**src/hw/dmtp_pkg.sv**
```systemverilog
// Constants, field layout and types of the dual mode timer with PWM.
// Assumes one 40 MHz clock and a plain strobe register port.
`default_nettype none

package dmtp_pkg;

    localparam int unsigned AW = 3;
    localparam int unsigned DW = 16;

    // Register offsets (word index on the register port)
    localparam logic [AW-1:0] ADDR_CTRL   = 3'h0;
    localparam logic [AW-1:0] ADDR_WAVE   = 3'h1;
    localparam logic [AW-1:0] ADDR_COUNT  = 3'h2;
    localparam logic [AW-1:0] ADDR_PERIOD = 3'h3;
    localparam logic [AW-1:0] ADDR_DUTY   = 3'h4;
    localparam logic [AW-1:0] ADDR_STATUS = 3'h5;

    // Control register fields
    localparam int unsigned CTRL_ON      = 0;
    localparam int unsigned CTRL_MODE_LO = 1;
    localparam int unsigned CTRL_TRIG_LO = 3;
    localparam int unsigned CTRL_RESTART = 5;
    localparam int unsigned CTRL_SRC     = 6;
    localparam int unsigned CTRL_PS_LO   = 7;
    localparam int unsigned CTRL_IE      = 9;

    // Wave register fields
    localparam int unsigned WAVE_SEL0_LO = 0;
    localparam int unsigned WAVE_INV0    = 3;
    localparam int unsigned WAVE_SEL1_LO = 4;
    localparam int unsigned WAVE_INV1    = 7;
    localparam int unsigned WAVE_PMODE_LO = 8;
    localparam int unsigned WAVE_POE_LO  = 10;

    // Status register fields
    localparam int unsigned STAT_OVF      = 0;
    localparam int unsigned STAT_HI_OVF   = 1;
    localparam int unsigned STAT_FIRST_WV = 2;

    localparam logic [2:0]  WAVE_FIRST = 3'h0;
    localparam logic [15:0] CNT_ZERO   = 16'h0000;
    localparam logic [15:0] CNT_ONE    = 16'h0001;
    localparam logic [7:0]  BYTE_ZERO  = 8'h00;
    localparam logic [7:0]  BYTE_ONE   = 8'h01;
    localparam logic [2:0]  PRE_ONE    = 3'h1;

    // Prescaler masks: divide by 1, 2, 4, 8
    localparam logic [2:0] PS_MASK0 = 3'h0;
    localparam logic [2:0] PS_MASK1 = 3'h1;
    localparam logic [2:0] PS_MASK2 = 3'h3;
    localparam logic [2:0] PS_MASK3 = 3'h7;

    typedef enum logic [1:0] {
        MODE_16   = 2'b00,
        MODE_17   = 2'b01,
        MODE_DUAL = 2'b10,
        MODE_CASC = 2'b11
    } dmtp_mode_e;

    typedef enum logic [1:0] {
        TRIG_ALWAYS = 2'b00,
        TRIG_HIGH   = 2'b01,
        TRIG_LOW    = 2'b10,
        TRIG_HALT   = 2'b11
    } dmtp_trig_e;

    typedef struct packed {
        logic             on;
        dmtp_mode_e       mode;
        dmtp_trig_e       trig;
        logic             src;
        logic [1:0]       ps;
        logic             ie;
        logic [2:0]       sel0;
        logic             inv0;
        logic [2:0]       sel1;
        logic             inv1;
        logic [1:0]       pmode;
        logic [1:0]       poe;
        logic [15:0]      period;
        logic [15:0]      duty;
        logic [15:0]      count;
        logic             down;
        logic [2:0]       pre;
        logic             wave;
        logic             ovf;
        logic             hovf;
        logic [2:0]       ext_s;
        logic [1:0]       trg_s;
        logic [DW-1:0]    rdata;
        logic             irq;
        logic [1:0]       pin;
        logic [1:0]       oe;
    } dmtp_state_s;

    localparam dmtp_state_s STATE_RESET = '0;

endpackage

`default_nettype wire

```
**src/hw/dmtp_timer.sv**
```systemverilog
// Dual mode 16-bit timer with two PWM pins and a strobe register port.
// Assumes ext_tick_in and trig_in are asynchronous pins; all else on
// core_clk_in.
`default_nettype none

module dmtp_timer
    import dmtp_pkg::*;
(
    input  wire logic                  core_clk_in,  // 40 MHz clock
    input  wire logic                  rst_in,       // Sync reset, high
    input  wire logic [dmtp_pkg::AW-1:0] addr_in,    // Register index
    input  wire logic [dmtp_pkg::DW-1:0] wdata_in,   // Write data
    input  wire logic                  wr_in,        // Write strobe
    input  wire logic                  rd_in,        // Read strobe
    output logic      [dmtp_pkg::DW-1:0] rdata_out,  // Read data, next cycle
    input  wire logic                  ext_tick_in,  // External clock source
    input  wire logic                  trig_in,      // Start trigger pin
    output logic                       irq_req_out,  // Overflow request
    output logic      [1:0]            pin_out,      // PWM pin levels
    output logic      [1:0]            pin_oe_out    // PWM pin drive enable
);
    import dmtp_pkg::*;

    dmtp_state_s q;
    dmtp_state_s n;

    logic       restart;
    logic       ext_edge;
    logic       trig_ok;
    logic       src_ev;
    logic       run;
    logic       tick;
    logic [2:0] mask;
    logic       ovf_evt;
    logic       hi_evt;
    logic       clr_ovf;
    logic       clr_hovf;
    logic [1:0] wsel_ok;
    logic [1:0] inv;
    logic       en;

    always_comb begin
        n        = q;
        restart  = 1'b0;
        clr_ovf  = 1'b0;
        clr_hovf = 1'b0;
        ovf_evt  = 1'b0;
        hi_evt   = 1'b0;
        mask     = PS_MASK0;
        trig_ok  = 1'b0;
        wsel_ok  = 2'b00;
        inv      = 2'b00;
        en       = 1'b0;

        // Pin synchronisers; stage 0 feeds stage 1 only
        n.ext_s = {q.ext_s[1:0], ext_tick_in};
        n.trg_s = {q.trg_s[0], trig_in};
        ext_edge = q.ext_s[1] & ~q.ext_s[2];

        if (wr_in) begin
            unique case (addr_in)
                ADDR_CTRL: begin
                    n.on   = wdata_in[CTRL_ON];
                    n.mode = dmtp_mode_e'(wdata_in[CTRL_MODE_LO +: 2]);
                    n.trig = dmtp_trig_e'(wdata_in[CTRL_TRIG_LO +: 2]);
                    n.src  = wdata_in[CTRL_SRC];
                    n.ps   = wdata_in[CTRL_PS_LO +: 2];
                    n.ie   = wdata_in[CTRL_IE];
                    restart = wdata_in[CTRL_RESTART];
                end
                ADDR_WAVE: begin
                    n.sel0  = wdata_in[WAVE_SEL0_LO +: 3];
                    n.sel1  = wdata_in[WAVE_SEL1_LO +: 3];
                    n.inv0  = wdata_in[WAVE_INV0];
                    n.inv1  = wdata_in[WAVE_INV1];
                    n.pmode = wdata_in[WAVE_PMODE_LO +: 2];
                    n.poe   = wdata_in[WAVE_POE_LO +: 2];
                end
                ADDR_PERIOD: n.period = wdata_in;
                ADDR_DUTY:   n.duty   = wdata_in;
                ADDR_STATUS: begin
                    clr_ovf  = wdata_in[STAT_OVF];
                    clr_hovf = wdata_in[STAT_HI_OVF];
                end
                default: ;
            endcase
        end

        // working tick from source and prescaler
        unique case (q.ps)
            2'b00: mask = PS_MASK0;
            2'b01: mask = PS_MASK1;
            2'b10: mask = PS_MASK2;
            2'b11: mask = PS_MASK3;
        endcase
        src_ev = q.src ? ext_edge : 1'b1;

        // one trigger gates the whole counter
        unique case (q.trig)
            TRIG_ALWAYS: trig_ok = 1'b1;
            TRIG_HIGH:   trig_ok = q.trg_s[1];
            TRIG_LOW:    trig_ok = ~q.trg_s[1];
            TRIG_HALT:   trig_ok = 1'b0;
        endcase

        run  = q.on & trig_ok;
        tick = run & src_ev & ((q.pre & mask) == mask);
        if (run & src_ev) begin
            n.pre = q.pre + PRE_ONE;
        end

        if (tick) begin
            unique case (q.mode)
                MODE_16: begin
                    if (q.count == q.period) begin
                        n.count = CNT_ZERO;
                        ovf_evt = 1'b1;
                    end else begin
                        n.count = q.count + CNT_ONE;
                    end
                end
                MODE_17: begin
                    // turn after one held tick at period
                    if (!q.down) begin
                        if (q.count == q.period) begin
                            n.down = 1'b1;
                        end else begin
                            n.count = q.count + CNT_ONE;
                        end
                    end else if (q.count <= CNT_ONE) begin
                        n.count = CNT_ZERO;
                        n.down  = 1'b0;
                        ovf_evt = 1'b1;
                    end else begin
                        n.count = q.count - CNT_ONE;
                    end
                end
                MODE_DUAL: begin
                    if (q.count[7:0] == q.period[7:0]) begin
                        n.count[7:0] = BYTE_ZERO;
                        ovf_evt      = 1'b1;
                    end else begin
                        n.count[7:0] = q.count[7:0] + BYTE_ONE;
                    end
                    // high byte counter, own status bit
                    if (q.count[15:8] == q.period[15:8]) begin
                        n.count[15:8] = BYTE_ZERO;
                        hi_evt        = 1'b1;
                    end else begin
                        n.count[15:8] = q.count[15:8] + BYTE_ONE;
                    end
                end
                MODE_CASC: begin
                    // low match carries into high byte
                    if (q.count[7:0] == q.period[7:0]) begin
                        n.count[7:0]  = BYTE_ZERO;
                        n.count[15:8] = q.count[15:8] + BYTE_ONE;
                        ovf_evt       = 1'b1;
                    end else begin
                        n.count[7:0] = q.count[7:0] + BYTE_ONE;
                    end
                end
            endcase

            // period match wins over duty match
            if (q.count == q.period) begin
                n.wave = 1'b0;
            // wave rises as the count reaches duty
            end else if (n.count == q.duty) begin
                n.wave = 1'b1;
            end
        end

        if (restart || !q.on) begin
            n.count = CNT_ZERO;
            n.pre   = 3'h0;
            n.down  = 1'b0;
            n.wave  = 1'b0;
        end

        // sticky flags, a new event beats the clear
        n.ovf  = (q.ovf & ~clr_ovf) | ovf_evt;
        n.hovf = (q.hovf & ~clr_hovf) | hi_evt;
        n.irq  = q.ovf & q.ie;

        // Only the first waveform exists; other codes give low before inversion
        wsel_ok = {q.sel1 == WAVE_FIRST, q.sel0 == WAVE_FIRST};
        inv     = {q.inv1, q.inv0};
        for (int i = 0; i < 2; i++) begin
            // drive only with mode, enable and timer on
            en = q.on & q.pmode[i] & q.poe[i];
            n.pin[i] = en & ((wsel_ok[i] & q.wave) ^ inv[i]);
            n.oe[i]  = en;
        end

        n.rdata = '0;
        if (rd_in) begin
            unique case (addr_in)
                ADDR_CTRL: begin
                    n.rdata[CTRL_ON]            = q.on;
                    n.rdata[CTRL_MODE_LO +: 2]  = q.mode;
                    n.rdata[CTRL_TRIG_LO +: 2]  = q.trig;
                    n.rdata[CTRL_SRC]           = q.src;
                    n.rdata[CTRL_PS_LO +: 2]    = q.ps;
                    n.rdata[CTRL_IE]            = q.ie;
                end
                ADDR_WAVE: begin
                    n.rdata[WAVE_SEL0_LO +: 3]  = q.sel0;
                    n.rdata[WAVE_INV0]          = q.inv0;
                    n.rdata[WAVE_SEL1_LO +: 3]  = q.sel1;
                    n.rdata[WAVE_INV1]          = q.inv1;
                    n.rdata[WAVE_PMODE_LO +: 2] = q.pmode;
                    n.rdata[WAVE_POE_LO +: 2]   = q.poe;
                end
                ADDR_COUNT:  n.rdata = q.count;
                ADDR_PERIOD: n.rdata = q.period;
                ADDR_DUTY:   n.rdata = q.duty;
                ADDR_STATUS: begin
                    n.rdata[STAT_OVF]      = q.ovf;
                    n.rdata[STAT_HI_OVF]   = q.hovf;
                    n.rdata[STAT_FIRST_WV] = q.wave;
                end
                default: ;
            endcase
        end
    end

    always_ff @(posedge core_clk_in) begin
        if (rst_in) begin
            q <= STATE_RESET;
        end else begin
            q <= n;
        end
    end

    assign rdata_out   = q.rdata;
    assign irq_req_out = q.irq;
    assign pin_out     = q.pin;
    assign pin_oe_out  = q.oe;

endmodule

`default_nettype wire

```
**config.mk**
```make
export PLATFORM = sky130hd
export DESIGN_NAME = dmtp_timer
export DESIGN_NICKNAME = d
export VERILOG_FILES = /design/src/hw/dmtp_pkg.sv /design/src/hw/dmtp_timer.sv
export SDC_FILE = /design/constraint.sdc
export NUM_CORES = 1
export LEC_CHECK = 0
export ABC_AREA = 1
export BUFFER_PORTS_ARGS = -buffer_cell sky130_fd_sc_hd__buf_2
export CAP_MARGIN = 20
export CORE_ASPECT_RATIO = 2
export CORE_MARGIN = 1.5
export CORE_UTILIZATION = 30
export DETAILED_ROUTE_END_ITERATION = 6
export PLACE_DENSITY = 0.55
export SLEW_MARGIN = 10
export SYNTH_ARGS = -nofsm -noshare
export SYNTH_HDL_FRONTEND = slang
export SYNTH_SLANG_ARGS = --single-unit
```
**constraint.sdc**
```tcl
create_clock -name core_clk_in -period 6.5 [get_ports core_clk_in]
set_input_delay 0.975 -clock core_clk_in [delete_from_list [all_inputs] [get_ports core_clk_in]]
set_output_delay 0.975 -clock core_clk_in [all_outputs]
set_load 0.02 [all_outputs]
```
---- Word-level counts from Yosys, hierarchy flattened ----
Cells that the tools add are included.
word-level totals
  register bits after elaboration ......... 102
  input port bits ......................... 25
  logic and storage cells ................. 130
operators by class
  add/subtract/negate cells ............... 5
  $lt $le $gt $ge ......................... 1
  equal/unequal tests ..................... 19
  mux-type cells .......................... 36
  bitwise gates (word level) .............. 25
  reduce and logical (&&, ||, !) cells .... 18
operator list
  kind                                                                    number
  16-bit 2-to-1 mux                                                       4
  16-bit one-hot mux with 4 select lines                                  1
  16-bit == test                                                          2
  8-bit 2-to-1 mux                                                        3
  4-bit one-hot mux with 5 select lines                                   1
  1-bit 2-to-1 mux                                                        18
  3-bit one-hot mux with 6 select lines                                   1
  17-bit 2-to-1 mux                                                       1
  16-bit by 1-bit adder with 16-bit output, second input constant         1
  8-bit by 1-bit adder with 8-bit output, second input constant           2
  8-bit == test                                                           2
  16-bit by 1-bit <= comparator with 1-bit output, second input constant  1
  16-bit by 1-bit subtractor with 16-bit output, second input constant    1
  1-bit AND                                                               15
  2-bit == test, second input constant                                    6
  3-bit one-hot mux with 4 select lines                                   1
  4-bit one-hot mux with 3 select lines                                   1
  2-bit AND reduction                                                     6
  2-bit one-hot mux with 5 select lines                                   1
  3-bit zero test                                                         3
  1-bit one-hot mux with 4 select lines                                   2
  2-bit one-hot mux with 4 select lines                                   1
  2-bit by 1-bit == test with 1-bit output, second input constant         3
  3-bit by 2-bit == test with 1-bit output, second input constant         2
  other kinds (14)                                                        25

---- Depth between registers and ports, before layout ----
  word-level depth ........................ 9
  mapped depth ............................ 22

---- Least setup slack after synthesis ----
Ideal clock, no wire load.
  kind .................................... input port to flip-flop
  from .................................... input addr_in[0] (netlist name)
  to ...................................... register q[100] (netlist name)
  setup time .............................. 0.128 ns
  data arrival time ....................... 2.216 ns
  required time ........................... 6.372 ns
  setup slack ............................. 4.156 ns
  stages on the path ...................... 9
  path through ............................ nor2_1 -> inv_1 -> nor2_1 -> inv_1 -> nor2_1 -> inv_1 -> clkbuf_1 -> o21ai_0 -> a21oi_1
between the ends
  word-level cells in the longest chain between the ends .. 2
ends and longest elaborated chain
  element                        RTL line           RTL
  start, declared                dmtp_timer.sv:11   input wire logic [dmtp_pkg::AW-1:0] addr_in,
  3-bit zero test                dmtp_timer.sv:61   unique case (addr_in)
  2-bit AND reduction (no line)  -
  end signal, assigned           dmtp_timer.sv:232  q <= n;
  end, declared                  dmtp_timer.sv:24   dmtp_state_s q;
No other way between the ends.
A chain may end at the register's enable or synchronous reset.

---- Final worst setup path ----
  from .................................... register q[33] (netlist name)
  to ...................................... register q[28] (netlist name)
between the ends
  word-level cells in the longest chain between the ends .. 8
  elaborated cells on any way between the ends .. 18
  classes of those cells .................. add/sub (3); order compare (1); eq/ne (3); mux (9); reduce/logical (2)
ends and longest elaborated chain
  element                                                                 RTL line                              RTL
  16-bit by 1-bit adder with 16-bit output, or another cell as far along  dmtp_timer.sv:119, dmtp_timer.sv:128
  16-bit 2-to-1 mux, on equally long branches                             dmtp_timer.sv:125, dmtp_timer.sv:130
  17-bit 2-to-1 mux                                                       dmtp_timer.sv:124                     if (!q.down) begin
  16-bit one-hot mux with 4 select lines                                  dmtp_timer.sv:113                     unique case (q.mode)
  16-bit 2-to-1 mux                                                       dmtp_timer.sv:112                     if (tick) begin
  16-bit == test                                                          dmtp_timer.sv:169                     end else if (n.count == q.duty) begin
  2-bit nonzero test (no line)                                            -
  2-bit AND reduction (no line)                                           -
Parallel ways exist; a longest one is shown, timed or not. The select of a mux whose other input is x is not followed.

==> flow_results.org <==
** Outcome
- The run finished with clean final reports.

** Logic synthesis
- Post-synth top flop :: sky130_fd_sc_hd__dfxtp_1
- The cell count after synthesis came out at 986.
- Ys Warns :: 0
- Of all cell types, the one taking the most synthesized area is sky130_fd_sc_hd__dfxtp_1.
- Count of unique library cells instantiated by Yosys :: 39
- The share of synthesized area in the top cell type comes to 32.2%.
- The synthesized design contains 102 register bits.
- Most area-consuming cells after synthesis :: sky130_fd_sc_hd__dfxtp_1, sky130_fd_sc_hd__nand2_1, sky130_fd_sc_hd__a21oi_1
- Synthesized cell area :: 0.00635 mm2
- In this run, synthesis inferred 0 flip-flops with an integrated enable.
- Post-synthesis sequential area ratio :: 32.2%
- Synthesized Nets :: 1019
- Avg Inst Size Synth :: 6.44 um2
- Post-synthesis async set-or-reset flop share :: 0%

** Placement
- DP Wirelength :: 18.8 mm
- Cell total after placement :: 1246
- The placed instances occupy a cell area of 0.00661 mm2.
- I/O Buffers :: 45
- Routability-driven placement finished with a final weighted congestion of 1.01.
- OpenSTA, run right after detailed placement, puts the worst setup slack at 3040 ps.

** Timing
- Final setup slack of the worst path :: 3310 ps
- Clock Skews :: 11.1 ps
- Static timing analysis puts the maximum clock frequency at 0.313 GHz.
- Slew margin rel. :: 32.2%
- Unrepaired setup endpoints after global routing :: false
- The max-slew violation count is 0.
- Tcrit/Tclk final :: 49.1%
- Total negative setup slack :: 0 ps
- The worst path needs 3190 ps of the cycle, external delays included.
- Number of endpoints failing setup at the final stage :: 0
- The hold violation count in the final report came to 0.
- For the pin with the worst max-slew slack, the measured transition is 1010 ps.

** Detailed routing
- Starting DRC count in detailed routing :: 423
- The final layout contains routed wiring with a total length of 23.8 mm.
- Remaining number of nets flagged by the antenna check after routing :: 0
- Via count normalized by instance count :: 5.18
- Before antenna repair, the detailed router went through 5 iterations.
- Vias :: 6540
- For this run, design rule violations remaining after detail routing come to 0.
- Wire length on met3 :: 838 um
- In the final routing, the length of wire on met1 measures 8.12 mm.
- Met2 WL post-DR :: 12.9 mm
- In the final routed layout, each cell accounts on average for 18.8 um.
- Top layer used by detailed routing :: met4

** CTS
- The tree built by TritonCTS fans out to 102 sinks.
- Buffers added to address setup during post-CTS repair amount to 0.
- The H-tree was split into 3 levels.
- Clk Tree Root Cell :: sky130_fd_sc_hd__clkbuf_16
- In this run, CTS created clock tree buffers numbering 9.
- Buffers inserted to repair hold after CTS numbered 0.
- TritonCTS clock tree :: built
- Register clock-pin slew on the reported worst setup and hold paths :: 80 ps
- For the worst-skew pair, the clock arrives at the later sink with an insertion delay of 350 ps.
- Once the clock tree was built, the resizer swapped 0 gates to a different size.
- Max Root-Sink Buffers :: 2

** Worst setup path
- Crit-path max FO :: 22
- Critical path type :: flop to flop
- Required @ worst endpoint :: 6790 ps
- Element type at the critical path end :: flop
- The setup check on the worst reg-to-reg path leaves a slack of 3310 ps.
- STA classifies the critical path startpoint as a flop.
- Capturing point of the worst reg2reg path :: q[28]
- The startpoint identified for the worst register-to-register timing path is q[33].
- Measured in cells, the most critical reg-to-reg path has a length of 19.
- In this run the worst setup path begins at q[33].
- Critical Path AT :: 3490 ps

** Hold path
- The worst hold path belongs to the class flop to flop.
- Min-Delay Endpoint :: q[22]
- The worst hold path passes through 2 cells.
- The startpoint identified for the worst hold timing path is n[22].

** Floorplan
- Initial core utilization :: 30.5%
- Number of placed I/O pins :: 46
- Placement row count :: 75
- Die width :: 106 um
- Die Y :: 209 um
- Core footprint :: 0.0208 mm2
- Die area :: 0.0221 mm2

** Global route
- Global routing used 21.4% of the available tracks.
- Summed over all layers, the global routing overflow is 0.
- Maximum number of pins on one net before global-route repair :: 49
- The first global-routing pass estimated 35.3 mm of wire.
- Antenna violations before repair :: 0
- The number of global-route vias before repair came to 6155.

** Finish
- Relative to the synthesized area, the layout overhead comes to 8.57%.
- The repair_antennas step left the layout with diodes totalling 0.
- Leaving out filler cells and counting taps, the final layout contains 1262.
- After routing the design area is 0.00689 mm2.
- Fraction of final layout cells sized beyond drive strength 1 :: 10.8%
- Total number of nets in the final design :: 1021

** Pwr
- Leak :: 0.00286 uW
- Peak ir drop on the vdd network :: 217 uV
- Dividing total power by cell area gives a power density of 195 mW/mm2.

** Job
- Across the run, the number of max-cap violations was 0.
## routing by layer
metal,track usage (%),up-vias
li1,-,3209
met1,20.4,3010
met2,41.2,238
met3,1.81,83
met4,15.9,0
met5,0,-
## cells in the mapped netlist (4+ instances only)
cell / instances
sky130_fd_sc_hd__nand3_1: 68
sky130_fd_sc_hd__nand2_2: 7
sky130_fd_sc_hd__o21ai_0: 90
sky130_fd_sc_hd__clkbuf_1: 27
sky130_fd_sc_hd__buf_4: 26
sky130_fd_sc_hd__ha_1: 8
sky130_fd_sc_hd__nor2_4: 4
sky130_fd_sc_hd__nor3_1: 11
sky130_fd_sc_hd__a211oi_1: 4
sky130_fd_sc_hd__inv_1: 108
sky130_fd_sc_hd__nand4_1: 16
sky130_fd_sc_hd__nor2_1: 92
sky130_fd_sc_hd__a221oi_1: 11
sky130_fd_sc_hd__buf_2: 4
sky130_fd_sc_hd__xor2_1: 25
sky130_fd_sc_hd__o22ai_1: 19
sky130_fd_sc_hd__nand2_1: 227
sky130_fd_sc_hd__a21oi_1: 91
sky130_fd_sc_hd__dfxtp_1: 102
sky130_fd_sc_hd__inv_2: 11
## how the worst max path moves through the flow
stage,end,slack (ps),cells past startpoint
2_1_floorplan,q[100],4160,9
3_3_place_gp,q[45],2710,11
3_5_place_dp,q[45],3040,11
4_1_cts,q[28],3330,19
5_1_grt,q[28],3100,19
6_report,q[28],3310,19
## sequential cells by signal, summed over array words and instances (netlist names)
signal and cells:
inv 2, pin_oe_out 2, irq_req_out 1, q 76, rdata_out 16, n 3, pin_out 2
## logic make-up after synthesis
family	synth area share (%)
XOR/XNOR	3.45
AO/OA/AOI/OAI	19.8
buffers and inverters	12.9
flip-flops	32.2
adder cells (fa/ha/maj)	1.58
AND/OR/NAND/NOR	30.1
## report_power, final
part	switching [uW]	internal [uW]	total [uW]
combinational	131	50.2	181
clock	254	265	519
sequential	8.49	638	647
## cell usage in the layout, fill, tap and decap left out, types with 4 or more instances in the layout
cell / instances
sky130_fd_sc_hd__a211oi_1: 4
sky130_fd_sc_hd__a21oi_1: 90
sky130_fd_sc_hd__a221oi_1: 11
sky130_fd_sc_hd__buf_2: 45
sky130_fd_sc_hd__buf_4: 7
sky130_fd_sc_hd__clkbuf_16: 9
sky130_fd_sc_hd__dfxtp_1: 102
sky130_fd_sc_hd__ha_1: 8
sky130_fd_sc_hd__inv_1: 108
sky130_fd_sc_hd__inv_2: 11
sky130_fd_sc_hd__nand2_1: 227
sky130_fd_sc_hd__nand2_2: 7
sky130_fd_sc_hd__nand3_1: 68
sky130_fd_sc_hd__nand4_1: 16
sky130_fd_sc_hd__nor2_1: 92
sky130_fd_sc_hd__nor2_4: 4
sky130_fd_sc_hd__nor3_1: 11
sky130_fd_sc_hd__o21ai_0: 90
sky130_fd_sc_hd__o22ai_1: 19
sky130_fd_sc_hd__xor2_1: 25
## per-stage QoR
stage                     total power (uW)  util (%)  hold WS, ps
after floorplan                        787         -          388
after global placement                 839      31.7          393
after detailed placement               840      31.7          396
after CTS                             1360      33.1          409
after global routing                  1400      33.1          432
final                                 1350      33.1          407
## cell type report
type                    instances  area, um2
clock buffers                   9        225
inverters                     123        464
fillers                      2318      13900
multi-input cells             700       3490
clock inverters                 7       56.3
repair buffers                 52        278
flip-flops and latches        102       2040
well taps                     269        337
## worst max-delay path, stage by stage, from the launching register on
cell                      delay [ps]
sky130_fd_sc_hd__dfxtp_1         520
sky130_fd_sc_hd__inv_2           150
sky130_fd_sc_hd__nand2_1          90
sky130_fd_sc_hd__nand2_1          50
sky130_fd_sc_hd__nor2_1          250
sky130_fd_sc_hd__nand2_1         190
sky130_fd_sc_hd__nor2_8          290
sky130_fd_sc_hd__nand2_4         230
sky130_fd_sc_hd__ha_1            340
sky130_fd_sc_hd__nand2_1          60
sky130_fd_sc_hd__nand3_1          90
sky130_fd_sc_hd__nand3_1         120
sky130_fd_sc_hd__nand2_1         100
sky130_fd_sc_hd__nand2_1          70
sky130_fd_sc_hd__nand2_1          50
sky130_fd_sc_hd__nor2_1          110
sky130_fd_sc_hd__nand3_1         120
sky130_fd_sc_hd__nor2_1          100
sky130_fd_sc_hd__nand3_1          80
sky130_fd_sc_hd__a21oi_2         110
Note: power is estimated with default switching activity, not from simulation.
